[config.mk]
export PLATFORM = sky130hd
export DESIGN_NAME = spi_memory_end_flat
export DESIGN_NICKNAME = d
export VERILOG_FILES = /design/src/shared/spi_link_pkg.sv /design/src/shared/spi_link_if.sv /design/src/rtl/spi_memory_end.sv /design/src/flat_wrapper.sv
export SDC_FILE = /design/constraint.sdc
export NUM_CORES = 1
export LEC_CHECK = 0
export ABC_CLOCK_PERIOD_IN_PS = 4400
export BUFFER_PORTS_ARGS = -buffer_cell sky130_fd_sc_hd__buf_2
export CORE_MARGIN = 2
export CORE_UTILIZATION = 35
export CTS_CLUSTER_DIAMETER = 40
export DETAILED_ROUTE_END_ITERATION = 10
export SYNTH_ARGS = -nofsm -noshare
export SYNTH_HDL_FRONTEND = slang
export SYNTH_SLANG_ARGS = --single-unit
[constraint.sdc]
create_clock -name ref_clk -period 4.4 [get_ports ref_clk]
set_input_delay 0.22 -clock ref_clk [delete_from_list [all_inputs] [get_ports ref_clk]]
set_output_delay 0.22 -clock ref_clk [all_outputs]
set_load 0.05 [all_outputs]
[src/shared/spi_link_pkg.sv]
// Shared constants for the serial memory link: byte framing, clock modes, timing.
// Assumes both ends run on one 10 MHz system clock and that the host makes the link clock.
package spi_link_pkg;

    localparam int BYTE_WIDTH = 8;
    localparam int BIT_COUNT_WIDTH = 3;
    localparam logic [BIT_COUNT_WIDTH-1:0] LAST_BIT = 3'h7;
    localparam int FIFO_DEPTH = 4;

    // Idle level of the link clock for the two supported modes
    localparam logic IDLE_LOW_MODE = 1'h0;
    localparam logic IDLE_HIGH_MODE = 1'h1;

    localparam int CLK_PERIOD_NS = 100;
    localparam int LINK_PERIOD_NS = 800;
    // Half a link period in system cycles, rounded up, never below one
    localparam int HALF_RAW = (LINK_PERIOD_NS / 2 + CLK_PERIOD_NS - 1) / CLK_PERIOD_NS;
    localparam int HALF_CYCLES = (HALF_RAW < 1) ? 1 : HALF_RAW;
    localparam int DIV_WIDTH = 4;

endpackage

[src/shared/spi_link_if.sv]
// Wires of the serial memory link between the bus master end and the memory end.
// Assumes one instance per pair of ends; a released data-out line reads high.
`timescale 1ns/1ps
interface spi_link_if;
    logic selN;
    logic sclk;
    logic mosi;
    logic misoOut;
    logic misoOeN;
    logic misoLine;
    logic protectN;
    logic holdN;

    // Released line is pulled high, standing in for a floating shared output
    assign misoLine = misoOeN ? 1'h1 : misoOut;

    modport device (
        input selN,
        input sclk,
        input mosi,
        output misoOut,
        output misoOeN
    );

    modport host (
        output selN,
        output sclk,
        output mosi,
        output protectN,
        output holdN,
        input misoLine
    );
endinterface

[src/rtl/spi_memory_end.sv]
// Memory end of the serial link, with a small byte FIFO used on both data paths.
// Assumes link pins are asynchronous to ref_clk and the link clock runs far below it.
`timescale 1ns/1ps

module byte_fifo #(
    parameter int WIDTH = 8,
    parameter int DEPTH = 4
) (
    input wire logic ref_clk,
    input wire logic resetn,
    input wire logic [WIDTH-1:0] inData,
    input wire logic inValid,
    output logic inReady,
    output logic [WIDTH-1:0] outData,
    output logic outValid,
    input wire logic outReady
);
    localparam int PW = (DEPTH > 1) ? $clog2(DEPTH) : 1;
    localparam int CW = $clog2(DEPTH + 1);
    localparam logic [CW-1:0] FULL_COUNT = CW'(DEPTH);
    localparam logic [PW-1:0] LAST_SLOT = PW'(DEPTH - 1);

    logic [WIDTH-1:0] store [DEPTH];
    logic [PW-1:0] wrPtr;
    logic [PW-1:0] rdPtr;
    logic [CW-1:0] fill;
    logic doPush;
    logic doPop;

    assign inReady = (fill != FULL_COUNT);
    assign outValid = (fill != '0);
    assign outData = store[rdPtr];
    assign doPush = inValid && inReady;
    assign doPop = outValid && outReady;

    always_ff @(posedge ref_clk) begin
        if (doPush) begin
            store[wrPtr] <= inData;
        end
    end

    always_ff @(posedge ref_clk or negedge resetn) begin
        if (!resetn) begin
            wrPtr <= '0;
            rdPtr <= '0;
            fill <= '0;
        end else begin
            if (doPush) begin
                wrPtr <= (wrPtr == LAST_SLOT) ? '0 : wrPtr + 1'h1;
            end
            if (doPop) begin
                rdPtr <= (rdPtr == LAST_SLOT) ? '0 : rdPtr + 1'h1;
            end
            if (doPush && !doPop) begin
                fill <= fill + 1'h1;
            end else if (doPop && !doPush) begin
                fill <= fill - 1'h1;
            end
        end
    end
endmodule

// How it works
// RULE_01: Incoming bytes assemble most significant bit first.
// RULE_02: First bit taken at first rise after select.
// RULE_03: Outgoing bytes leave most significant bit first.
// RULE_04: Reply starts on fall after last input bit.
// RULE_05: Idle-low and idle-high clock modes both work.
// RULE_06: Capture on rising edge, drive on falling.
// RULE_07: Master parks clock at its mode's idle level.
// RULE_08: Output released whenever not selected.
// RULE_09: Master selects only one memory at once.
// RULE_10: Master holds protect and hold lines defined.
// RULE_11: Deselect ignores clock and restarts bit count.
module spi_memory_end #(
    parameter int DEPTH = spi_link_pkg::FIFO_DEPTH
) (
    input wire logic ref_clk,
    input wire logic resetn,
    spi_link_if.device link,
    output logic [spi_link_pkg::BYTE_WIDTH-1:0] rxData,
    output logic rxValid,
    input wire logic rxReady,
    output logic rxOverrun,
    input wire logic [spi_link_pkg::BYTE_WIDTH-1:0] txData,
    input wire logic txValid,
    output logic txReady,
    output logic txUnderrun,
    output logic selected
);
    import spi_link_pkg::*;

    logic selMeta, selSync, clkMeta, clkSync, clkPrev, dinMeta, dinSync;
    logic clkRise;
    logic clkFall;
    logic [BIT_COUNT_WIDTH-1:0] bitCount;
    logic [BYTE_WIDTH-1:0] rxShift;
    logic [BYTE_WIDTH-1:0] txShift;
    logic byteDone;
    logic rxPush;
    logic rxSpace;
    logic [BYTE_WIDTH-1:0] rxByte;
    logic [BYTE_WIDTH-1:0] replyData;
    logic replyValid;
    logic replyTake;

    // Pins come from another clock domain, so two flip-flops each
    always_ff @(posedge ref_clk or negedge resetn) begin
        if (!resetn) begin
            selMeta <= 1'h1;
            selSync <= 1'h1;
            clkMeta <= 1'h0;
            clkSync <= 1'h0;
            clkPrev <= 1'h0;
            dinMeta <= 1'h0;
            dinSync <= 1'h0;
        end else begin
            selMeta <= link.selN;
            selSync <= selMeta;
            clkMeta <= link.sclk;
            clkSync <= clkMeta;
            clkPrev <= clkSync;
            dinMeta <= link.mosi;
            dinSync <= dinMeta;
        end
    end

    // Edges are only seen while selected; the idle level of either mode causes no edge
    assign selected = !selSync;
    assign clkRise = selected && clkSync && !clkPrev; // RULE_05 RULE_11
    assign clkFall = selected && !clkSync && clkPrev; // RULE_05 RULE_11

    // Input side: one bit per rising edge, counted from select
    always_ff @(posedge ref_clk or negedge resetn) begin
        if (!resetn) begin
            bitCount <= '0;
            rxShift <= '0;
            byteDone <= 1'h0;
        end else if (!selected) begin
            bitCount <= '0; // RULE_11
            byteDone <= 1'h0;
        end else begin
            if (clkRise) begin
                rxShift <= {rxShift[BYTE_WIDTH-2:0], dinSync}; // RULE_01 RULE_02 RULE_06
                bitCount <= bitCount + 1'h1;
                if (bitCount == LAST_BIT) begin
                    byteDone <= 1'h1;
                end
            end else if (clkFall) begin
                byteDone <= 1'h0;
            end
        end
    end

    assign rxByte = {rxShift[BYTE_WIDTH-2:0], dinSync}; // RULE_01
    assign rxPush = clkRise && (bitCount == LAST_BIT);

    // A link master cannot be stalled, so a full FIFO drops the byte and flags it
    always_ff @(posedge ref_clk or negedge resetn) begin
        if (!resetn) begin
            rxOverrun <= 1'h0;
        end else begin
            rxOverrun <= rxPush && !rxSpace;
        end
    end

    byte_fifo #(
        .WIDTH(BYTE_WIDTH),
        .DEPTH(DEPTH)
    ) rxFifo (
        .ref_clk(ref_clk),
        .resetn(resetn),
        .inData(rxByte),
        .inValid(rxPush),
        .inReady(rxSpace),
        .outData(rxData),
        .outValid(rxValid),
        .outReady(rxReady)
    );

    byte_fifo #(
        .WIDTH(BYTE_WIDTH),
        .DEPTH(DEPTH)
    ) txFifo (
        .ref_clk(ref_clk),
        .resetn(resetn),
        .inData(txData),
        .inValid(txValid),
        .inReady(txReady),
        .outData(replyData),
        .outValid(replyValid),
        .outReady(replyTake)
    );

    // Reply bytes are loaded only at the fall that follows a complete input byte
    assign replyTake = clkFall && byteDone && replyValid; // RULE_04

    // Output side: a new bit appears at each falling edge
    always_ff @(posedge ref_clk or negedge resetn) begin
        if (!resetn) begin
            txShift <= '0;
            link.misoOut <= 1'h0;
            txUnderrun <= 1'h0;
        end else begin
            txUnderrun <= 1'h0;
            if (!selected) begin
                txShift <= '0;
                link.misoOut <= 1'h0;
            end else if (clkFall) begin
                if (byteDone) begin
                    if (replyValid) begin
                        txShift <= {replyData[BYTE_WIDTH-2:0], 1'h0};
                        link.misoOut <= replyData[BYTE_WIDTH-1]; // RULE_03 RULE_04 RULE_06
                    end else begin
                        // Nothing queued: shift zeros rather than stale data
                        txShift <= '0;
                        link.misoOut <= 1'h0;
                        txUnderrun <= 1'h1;
                    end
                end else begin
                    txShift <= {txShift[BYTE_WIDTH-2:0], 1'h0};
                    link.misoOut <= txShift[BYTE_WIDTH-1]; // RULE_03 RULE_06
                end
            end
        end
    end

    // Release the shared line while deselected so another memory may drive it
    always_ff @(posedge ref_clk or negedge resetn) begin
        if (!resetn) begin
            link.misoOeN <= 1'h1;
        end else begin
            link.misoOeN <= !selected; // RULE_08 RULE_09
        end
    end
endmodule

[src/flat_wrapper.sv]
// flat-port wrapper written by rule: the top's interface ports become plain ports
module spi_memory_end_flat import spi_link_pkg::*;
#(
    parameter int DEPTH = spi_link_pkg::FIFO_DEPTH
)
  (ref_clk, resetn, rxData, rxValid, rxReady, rxOverrun, txData, txValid, txReady, txUnderrun, selected, link_selN, link_sclk, link_mosi, link_misoOut, link_misoOeN);
  spi_link_if link_i ();
  input wire logic ref_clk;
  input wire logic resetn;
  output logic [spi_link_pkg::BYTE_WIDTH-1:0] rxData;
  output logic rxValid;
  input wire logic rxReady;
  output logic rxOverrun;
  input wire logic [spi_link_pkg::BYTE_WIDTH-1:0] txData;
  input wire logic txValid;
  output logic txReady;
  output logic txUnderrun;
  output logic selected;
  input wire logic [$bits(link_i.selN)-1:0] link_selN;
  input wire logic [$bits(link_i.sclk)-1:0] link_sclk;
  input wire logic [$bits(link_i.mosi)-1:0] link_mosi;
  output wire logic [$bits(link_i.misoOut)-1:0] link_misoOut;
  output wire logic [$bits(link_i.misoOeN)-1:0] link_misoOeN;
  assign link_i.selN = link_selN;
  assign link_i.sclk = link_sclk;
  assign link_i.mosi = link_mosi;
  assign link_misoOut = link_i.misoOut;
  assign link_misoOeN = link_i.misoOeN;
  spi_memory_end #(.DEPTH(DEPTH)) u_core (.ref_clk(ref_clk), .resetn(resetn), .link(link_i), .rxData(rxData), .rxValid(rxValid), .rxReady(rxReady), .rxOverrun(rxOverrun), .txData(txData), .txValid(txValid), .txReady(txReady), .txUnderrun(txUnderrun), .selected(selected));
endmodule
# Word level (Yosys, flattened, before mapping)
# Memory sizes are Yosys's and may differ from the RTL's.
# Cells that the tools add are included.
op_classes:
  n_addsub: 9
  mul: 0
  div: 0
  order_cmp: 0
  n_eq_ne: 8
  n_shift: 0
  muxes: 30
  bitwise_logic: 1
  reduce_logical: 33
ops:
  columns: ["operator", "count"]
  rows:
  - ["two-way mux 8 bit", 4]
  - ["two-way mux 3 bit", 6]
  - ["logical AND 1 bit", 16]
  - ["two-way mux 1 bit", 16]
  - ["adder 3 x 1 -> 3 bit, second input constant", 3]
  - ["nonzero test 3 bit", 3]
  - ["adder 2 x 1 -> 2 bit, second input constant", 4]
  - ["equality test 2 bit, second input constant", 4]
  - ["zero test 1 bit", 8]
  - ["two-way mux 2 bit", 4]
  - ["nonzero test 2 bit", 4]
  - ["!= test 3 bit, second input constant", 2]
  - ["subtractor 3 x 1 -> 3 bit, second input constant", 2]
  - ["AND reduction 2 bit", 2]
  - ["equality test 3 bit, second input constant", 1]
  - ["!= test 3 x 2 -> 1 bit, second input constant", 1]
  - ["inverter 1 bit", 1]
totals:
  register_bits: 44
  latch_bits: 0
  mem_bits_rw: 64
  rom_bits: 0
  input_bits: 15
  output_inout_bits: 15
  wordCells: 104
  mem_count: 2
memory_table:
  columns: ["name", "depth", "width", "read_ports", "rd_clocked_by_memory_dff", "wr", "line_no", "rtl"]
  rows:
  - ["u_core.rxFifo.store", 4, 8, 1, 0, 1, "spi_memory_end.sv:23", "logic [WIDTH-1:0] store [DEPTH];"]
  - ["u_core.txFifo.store", 4, 8, 1, 0, 1, "spi_memory_end.sv:23", null]

# Depth between registers and ports, before layout
# Gate-level depths: netlist of the first run.
logic_depth:
  word_depth: 9
  mapped_depth: 10
  depth_no_buf: 10

# Modules after synthesis
# A second synthesis of the first run with hierarchy kept.
hier_totals:
  hier_cells: 230
  hier_area_um2: 4307.9
by_module_without_submodules:
  columns: ["module", "n_inst", "cells_each", "area_per_inst_um2"]
  rows:
  - ["byte_fifo", 2, 78, 1594.0]
  - ["spi_memory_end", 1, 74, 1119.8]

# Worst setup path after synthesis of the first run
# OpenSTA, ideal clock, no wires.
synth_timing:
  kind: "register to register"
  start: "register u_core.rxFifo.fill[0]"
  end: "register u_core.rxFifo.fill[2]"
  setup_time_ns: 0.079
  arrival_time_ns: 2.230
  setup_slack_ns: 2.090
  path_stages_with_launch: 9
  n_path_buf: 0
  path_cell_list: "dfrtp_1 or3_1 nand2_1 ha_1 inv_1 fa_1 xor2_1 nor2_1 xor2_1"
synth_between:
  elab_chain_cells: 5
  elab_cells_between_ends: 13
  classes_between: "2 x add/sub; 1 x eq/ne; 2 x mux; 8 x reduce/logical"
synth_rtl:
  columns: ["item", "line_no", "rtl"]
  rows:
  - ["from (decl)", "spi_memory_end.sv:26", "logic [CW-1:0] fill;"]
  - ["from (signal assigned)", "spi_memory_end.sv:55", "fill <= fill + 1'h1;"]
  - ["from (signal assigned)", "spi_memory_end.sv:57", "fill <= fill - 1'h1;"]
  - ["nonzero test 3 bit *", "spi_memory_end.sv:31", "assign outValid = (fill != '0);"]
  - ["via rxValid", "flat_wrapper.sv:11", "output logic rxValid;"]
  - ["logical AND 1 bit *", "spi_memory_end.sv:34", "assign doPop = outValid && outReady;"]
  - ["zero test 1 bit", "spi_memory_end.sv:54", "if (doPush && !doPop) begin"]
  - ["logical AND 1 bit", "spi_memory_end.sv:54", null]
  - ["two-way mux 3 bit or nonzero test 2 bit (tied branches)", null, null]
# Mark *: on every way through the listed nets, which the timed path passes. The rest lies on a longest branch. The select of a mux whose other input is x is not followed.
# A chain may end at the register's enable or synchronous reset.

# Worst setup path after layout of the first run
layout_timing:
  start: "register u_core.clkSync"
  end: "register u_core.txFifo.fill[1]"
layout_between:
  elab_chain_cells: 9
  elab_cells_between_ends: 11
  classes_between: "1 x mux; 10 x reduce/logical"
layout_rtl:
  columns: ["item", "line_no", "rtl"]
  rows:
  - ["from (decl)", "spi_memory_end.sv:93", "logic selMeta, selSync, clkMeta, clkSync, clkPrev, dinMeta, dinSync;"]
  - ["from (signal assigned)", "spi_memory_end.sv:121", "clkSync <= clkMeta;"]
  - ["zero test 1 bit *", "spi_memory_end.sv:131", "assign clkFall = selected && !clkSync && clkPrev;"]
  - ["logical AND 1 bit * (2 in series)", "spi_memory_end.sv:131", null]
  - ["logical AND 1 bit * (2 in series)", "spi_memory_end.sv:196", "assign replyTake = clkFall && byteDone && replyValid;"]
  - ["logical AND 1 bit *", "spi_memory_end.sv:34", null]
  - ["zero test 1 bit", "spi_memory_end.sv:54", null]
  - ["logical AND 1 bit", "spi_memory_end.sv:54", null]
  - ["two-way mux 3 bit or nonzero test 2 bit (tied branches)", null, null]
  - ["to (signal assigned)", "spi_memory_end.sv:55", null]
  - ["to (signal assigned)", "spi_memory_end.sv:57", null]
  - ["to (decl)", "spi_memory_end.sv:26", null]
# Every way passes the cells marked *; elsewhere a longest branch is shown, timed or not.

==> impl_metrics.yaml, run 1 <==
outcome:
  run_status: "completed"
placed_design:
  gp_congestion: 0.710
  detailedPlacementHpwl_mm: 4.47
  pre_cts_ws_ns: 1.85
  port-buffer-count: 29
  detailed_place.area_mm2: 0.00464
finish:
  final_nets: 313
  design_area_mm2: 0.00497
  layout-drive-gt1-share_pct: 30.7
  antenna_cells: 0
  layout-area-overhead-vs-synth_pct: 14.7
route:
  ant_nets: 0
  detail_route.wl_per_cell_um: 14.6
  viasPerCell: 4.60
  drc: 0
  drt-initial-drc-count: 87
  routed_wl_mm: 6.64
  via_count: 2092
  drtPass1Iterations: 4
timing:
  final_setup_skew_ns: 0.00868
  setup_viol: 0
  finalCriticalPeriod_ns: 2.55
  fin_setup_tns_ns: 0
  rsz_0062_raised_after_global_routing: "no"
  slew_headroom_pct: 37.3
  endpoints_failing_hold: 0
  worst_hold_slack_ns: 0.00163
  setup_ws_ns: 1.85
  tightest_slew_ns: 0.940
  max_clock_freq_ghz: 0.393
  drv_slew: 0
  post-route-period-util_pct: 57.9
power:
  power_switching_share_pct: 30.4
  vdd_drop_max_mv: 0.322
  p_total_mw: 2.73
  p_switching_mw: 0.830
  power.share.sequential_pct: 50.9
  cellPowerDensity_mw_per_mm2: 550
  leakage_nw: 1.92
  combinational_fraction_of_design_power_pct: 20.6
  clkPwrFrac_pct: 28.5
  power.internal_mw: 1.90
setup_path:
  cp_slowest_cell: "or4b_4"
  critPathLaunch: "u_core.clkSync$_DFF_PN0_"
  r2r.worst_path.cells: 6
  cp_max_fo: 11
  worst-endpoint-arrival_ns: 2.78
  r2r-start: "u_core.clkSync$_DFF_PN0_"
  critical_path.top_delay_family: "simple AND/OR/NAND/NOR gates"
  max_stage_delay_ns: 0.64
  rrSetupSlack_ns: 1.85
  crit_path_start_kind: "flip-flop"
  crit_path_cell_trace: "nand2b_1 > or4b_4 > ha_1 > inv_1 > fa_1 > mux2_2"
  worstPathBufferInverterCount: 1
  worstPathRequired_ns: 4.63
  crit_type: "reg -> reg"
  worst_r2r_endpoint: "u_core.txFifo.fill[1]$_DFFE_PN0P_"
  crit_path_end_kind: "flip-flop"
cts:
  cts_max_path_buffers: 2
  post_cts_repair_setup_buffers: 0
  cts.reportedPaths.clkPinSlew_ns: 0.07
  tritoncts_num_sinks: 107
  cts.repair.resized: 0
  worst_skew_pair_later_pin_latency_ns: 0.34
  cts_buffers: 9
  htree_num_levels: 3
  clockRootBuffer: "clkbuf_16"
  cts_tree: "built"
grt:
  antenna_found_initial: 0
  grt.met1_usage_pct: 13.6
  busiest_layer: "met2"
  global_route.usage.met2_pct: 18.7
  first_pass_grt_wire_length_mm: 11.2
  largest_net_degree_at_the_start_of_global_routing: 44
  gr-usage-all-layers_pct: 11.2
  number_of_global_route_vias_before_repair: 2257
  overflow: 0
  gr_met3_demand_resource_pct: 4.32
die:
  start_util_pct: 35.9
  die_h_um: 115
  placeableCoreArea_mm2: 0.0121
  core.rowCount: 40
  width_of_the_die_um: 115
  die_area_mm2: 0.0133
  ioPinCount: 30
yosys:
  mappedNetlistArea_mm2: 0.00433
  synth-seq-cells: 107
  seq_area_frac_synth_pct: 69.4
  post_synth_num_cell_types: 35
  synth_area_per_cell_um2: 17.5
  number_of_instances_in_the_synthesized_netlist: 248
  postSynthNetCount: 279
  synth-warning-count: 0
min_path:
  holdCritPathClass: "in -> async"
run:
  max_cap_viols: 0
layer usage:
layer	up-vias	share of wire, %
li1	992	-
met1	1063	45
met2	33	50
met3	4	4.0
met4	0	0.66
met5	-	0
synth_stat cells:
cell       n  area (µm²)
a21oi_1    8        40.0
nor2_1    11        41.3
or4b_4     1        13.8
nor3_1     2        10.0
buf_6      1        11.3
clkbuf_1   5        18.8
nand2b_1   1        6.26
nand3_1    1        5.00
nor3b_1    1        7.51
and4bb_2   5        62.6
dfrtp_1   40        1000
fa_1       2        40.0
inv_1     15        56.3
nand2_1    4        15.0
o22ai_1    7        43.8
a21boi_1   1        7.51
mux2_2    16         180
mux2_4     1        15.0
a211oi_2   1        12.5
xnor2_1    2        17.5
buf_1      1        3.75
and2_1     9        56.3
nor2_2     1        6.26
edfxtp_1  64        1920
nor4bb_1   2        20.0
or3_1      1        6.26
mux4_2    16         360
or2b_1     1        7.51
dfstp_2    3        78.8
nand3b_1   1        7.51
o21ai_0    1        5.00
buf_2      2        10.0
mux2i_1    2        20.0
ha_1      14         175
xor2_1     5        43.8
cells in the final DEF, fill, tap and decap left out, types with 9 or more instances in the layout:
master / n
edfxtp_1: 64
dfrtp_1: 40
buf_2: 29
mux4_2: 16
mux2_2: 16
inv_1: 15
ha_1: 14
nor2_1: 11
clkbuf_16: 10
and2_1: 9
repair_timing:
item                       4_1_cts  5_1_grt
hold buffers                     3        0
setup endpoints to repair        0        0
hold endpoints to repair         3        0
worst reg2reg max path: stages, from the launching register on:
cell and delay (ns):
dfrtp_1 0.48, nand2b_1 0.35, or4b_4 0.64, ha_1 0.24
inv_1 0.07, fa_1 0.40, mux2_2 0.26
kinds of logic after synthesis:
kind of cell | count (synthesis) | synth area share (%)
adders and majority gates | 16 | 4.97
DFF | 107 | 69.4
and+or+nand+nor | 41 | 6.13
muxes | 35 | 13.3
AOI/OAI and AO/OA | 18 | 2.52
xor gates and xnor gates | 7 | 1.42
buffers and inverters | 24 | 2.31
stage by stage:
stage | std cells | utilization [%]
4_1_cts | 455 | 41.2
3_5_place_dp | 436 | 38.5
5_1_grt | 455 | 41.2
3_3_place_gp | 436 | 38.5
2_1_floorplan | 248 | -
6_report | 455 | 41.2
worst max-delay path by stage:
stage                                             end  slack, ns  cells after the start
floorplan           u_core.rxFifo.fill[2]$_DFFE_PN0P_       2.09                      8
global placement    u_core.txFifo.fill[1]$_DFFE_PN0P_       1.93                      6
detailed placement  u_core.txFifo.fill[1]$_DFFE_PN0P_       1.85                      6
CTS                 u_core.txFifo.fill[1]$_DFFE_PN0P_       1.85                      6
global route        u_core.txFifo.fill[1]$_DFFE_PN0P_       1.72                      6
finish              u_core.txFifo.fill[1]$_DFFE_PN0P_       1.85                      6
state kept, by name (all words and copies together) (netlist names), 3 cells and up:
register / flops
u_core.rxFifo.store: 32
u_core.txFifo.store: 32
u_core.rxShift: 7
u_core.txShift: 7
u_core.bitCount: 3
u_core.rxFifo.fill: 3
u_core.txFifo.fill: 3
area by class of cell:
class / instances / area, µm²
Clock buffer: 11 / 254
Clock inverter: 5 / 42.5
Sequential cell: 107 / 3000
Inverter: 15 / 56.3
Timing Repair Buffer: 32 / 175
Multi-Input combinational cell: 117 / 1230
Fill cell: 1088 / 7100
Tap cell: 168 / 210
power by group through the flow:
stage	registers, mW	clock network (mW)	logic, mW
finish	1.39	0.778	0.564
global route	1.42	0.841	0.629
CTS	1.40	0.807	0.577
detailed placement	1.42	0	0.575
global placement	1.41	0	0.559
floorplan	1.34	0	0.497
(Power assumes the default switching activity.)
==> run 2, diff against run 1 <==
--- a/config.mk
+++ b/config.mk
@@ -5,7 +5,7 @@
 export SDC_FILE = /design/constraint.sdc
 export NUM_CORES = 1
 export LEC_CHECK = 0
-export ABC_CLOCK_PERIOD_IN_PS = 4400
+export ABC_CLOCK_PERIOD_IN_PS = 2100
 export BUFFER_PORTS_ARGS = -buffer_cell sky130_fd_sc_hd__buf_2
 export CORE_MARGIN = 2
 export CORE_UTILIZATION = 35
==> constraint.sdc (replaced) <==
create_clock -name ref_clk -period 2.1 [get_ports ref_clk]
set_input_delay 0.105 -clock ref_clk [delete_from_list [all_inputs] [get_ports ref_clk]]
set_output_delay 0.105 -clock ref_clk [all_outputs]
set_load 0.05 [all_outputs]
==> impl_metrics.yaml, run 2 (synthesized netlist as in run 1, its figures left out) <==
setup_path:
  r2r.worst_path.cells: 10
  worst-endpoint-arrival_ns: 2.37
  worstPathRequired_ns: 2.37
  crit_type: "reg -> reg"
  crit_path_end_kind: "flip-flop"
  rrSetupSlack_ns: 0.003
  cp_max_fo: 2
  crit_path_start_kind: "flip-flop"
  r2r-start: "u_core.bitCount[1]$_DFFE_PN0P_"
  worst_r2r_endpoint: "u_core.rxFifo.fill[2]$_DFFE_PN0P_"
grt:
  overflow: 0
  number_of_global_route_vias_before_repair: 2345
  largest_net_degree_at_the_start_of_global_routing: 24
  gr-usage-all-layers_pct: 11.8
  antenna_found_initial: 0
  first_pass_grt_wire_length_mm: 11.8
placed_design:
  pre_cts_ws_ns: -0.0571
  port-buffer-count: 29
  detailedPlacementHpwl_mm: 4.80
  detailed_place.area_mm2: 0.00485
  placed_cells: 460
  gp_congestion: 0.721
timing:
  final_setup_skew_ns: 0.00591
  tightest_slew_ns: 0.614
  drv_slew: 0
  post-route-period-util_pct: 99.8
  worst_hold_slack_ns: 0.239
  setup_viol: 0
  endpoints_failing_hold: 0
  rsz_0062_raised_after_global_routing: "yes"
  max_clock_freq_ghz: 0.477
  finalCriticalPeriod_ns: 2.10
  slew_headroom_pct: 59.1
  setup_ws_ns: 0.00335
power:
  p_total_mw: 5.89
  cellPowerDensity_mw_per_mm2: 1100
  vdd_drop_max_mv: 0.668
  leakage_nw: 2.11
run:
  max_cap_viols: 0
finish:
  final_cells: 495
  final_nets: 353
  design_area_mm2: 0.00533
  layout-area-overhead-vs-synth_pct: 23.1
  filler_cell_count: 1085
  layout-drive-gt1-share_pct: 39.4
  final_common_cell: "edfxtp_1"
  largest_registers: "u_core.rxFifo.store x32, u_core.txFifo.store x32"
  layout_common_cells: "64 x edfxtp_1, 40 x dfrtp_1, 31 x buf_4"
  antenna_cells: 0
cts:
  cts_buffers: 9
  cts.reportedPaths.clkPinSlew_ns: 0.07
  cts_tree: "built"
  clockRootBuffer: "clkbuf_16"
  cts_max_path_buffers: 2
  htree_num_levels: 3
  tritoncts_num_sinks: 107
  worst_skew_pair_later_pin_latency_ns: 0.34
outcome:
  run_status: "completed"
route:
  routed_wl_mm: 7.22
  via_count: 2247
  drt-initial-drc-count: 131
  drtPass1Iterations: 4
  ant_nets: 0
  viasPerCell: 4.54
  detail_route.wl_per_cell_um: 14.6
  drc: 0
die:
  placeableCoreArea_mm2: 0.0121
  ioPinCount: 30
  start_util_pct: 35.9
  die_h_um: 115
  die_area_mm2: 0.0133
  core.rowCount: 40
  width_of_the_die_um: 115
min_path:
  hold_depth: 4
  holdCritPathClass: "in -> reg"
  hold_start: "rxReady"
  min_delay_worst_endpoint: "u_core.rxFifo.rdPtr[1]$_DFFE_PN0P_"
==> run 2: cell count changes in the layout (fill, tap and decap cells not counted), moves of 2 or more <==
cell / change
dlygate4sd3_1: +9
inv_2: +2
inv_6: -2
buf_4: +31
inv_1: -2
ha_2: +2
clkinvlp_4: +2
ha_1: -3
==> run 2: layout make-up <==
| cell class | instances | area, µm² | share of cell area [%] |
|---|---|---|---|
| flip-flops and latches | 107 | 3000 | 56.3 |
| repair buffers | 72 | 498 | 9.35 |
| well taps | 168 | 210 | 3.95 |
| clock buffers | 10 | 239 | 4.49 |
| inverters | 15 | 56.3 | 1.06 |
| multi-input cells | 117 | 1270 | 23.9 |
| clock inverters | 6 | 48.8 | 0.916 |
==> run 2: repair_timing <==
action / in CTS / in global routing
setup endpoints to repair: 2 / 3
setup buffers: 4 / 3
pin swaps: 1 / 1
gates cloned: 0 / 0
hold endpoints to repair: 53 / 0
hold buffers: 12 / 0
resized for setup: 1 / 5
==> run 2: through the flow <==
step                      util, %  setup TNS, ns
after CTS                    43.9        -0.0413
after global placement       40.2              0
after global routing         44.2         -0.280
final                        44.2              0
after detailed placement     40.2        -0.0767
after floorplan                 -         -0.108
==> run 2: worst max path at each step <==
stage / startpoint / to / slack [ns]
global route: u_core.bitCount[1]$_DFFE_PN0P_ / u_core.rxFifo.fill[2]$_DFFE_PN0P_ / -0.17
CTS: u_core.bitCount[1]$_DFFE_PN0P_ / u_core.rxFifo.fill[2]$_DFFE_PN0P_ / -0.04
finish: u_core.bitCount[1]$_DFFE_PN0P_ / u_core.rxFifo.fill[2]$_DFFE_PN0P_ / 0.003
global placement: u_core.bitCount[0]$_DFFE_PN0P_ / u_core.rxFifo.fill[2]$_DFFE_PN0P_ / 0.03
floorplan: u_core.clkSync$_DFF_PN0_ / u_core.txFifo.fill[1]$_DFFE_PN0P_ / -0.08
detailed placement: u_core.bitCount[0]$_DFFE_PN0P_ / u_core.rxFifo.fill[2]$_DFFE_PN0P_ / -0.06
==> run 2: power by group <==
part           leakage (nW)  internal, mW  switching [mW]
logic                 0.852         0.635           0.782
clock network         0.131         0.845           0.750
registers              1.13          2.60           0.271
==> run 2: metal layers <==
layer | track usage (%) | vias up | wire, µm
met5 | 0 | - | 0
met4 | 3.78 | 0 | 90
met3 | 3.64 | 12 | 262
met2 | 21.1 | 37 | 3840
met1 | 13.5 | 1134 | 3020
li1 | - | 1064 | -
==> run 2: critical path: stages, from the launching register on <==
cell	delay [ns]
dfrtp_1	0.37
ha_2	0.18
ha_1	0.13
nand3b_1	0.13
a211oi_4	0.20
ha_2	0.22
inv_2	0.04
fa_2	0.33
xor2_1	0.16
nor2_1	0.11
xor2_1	0.14
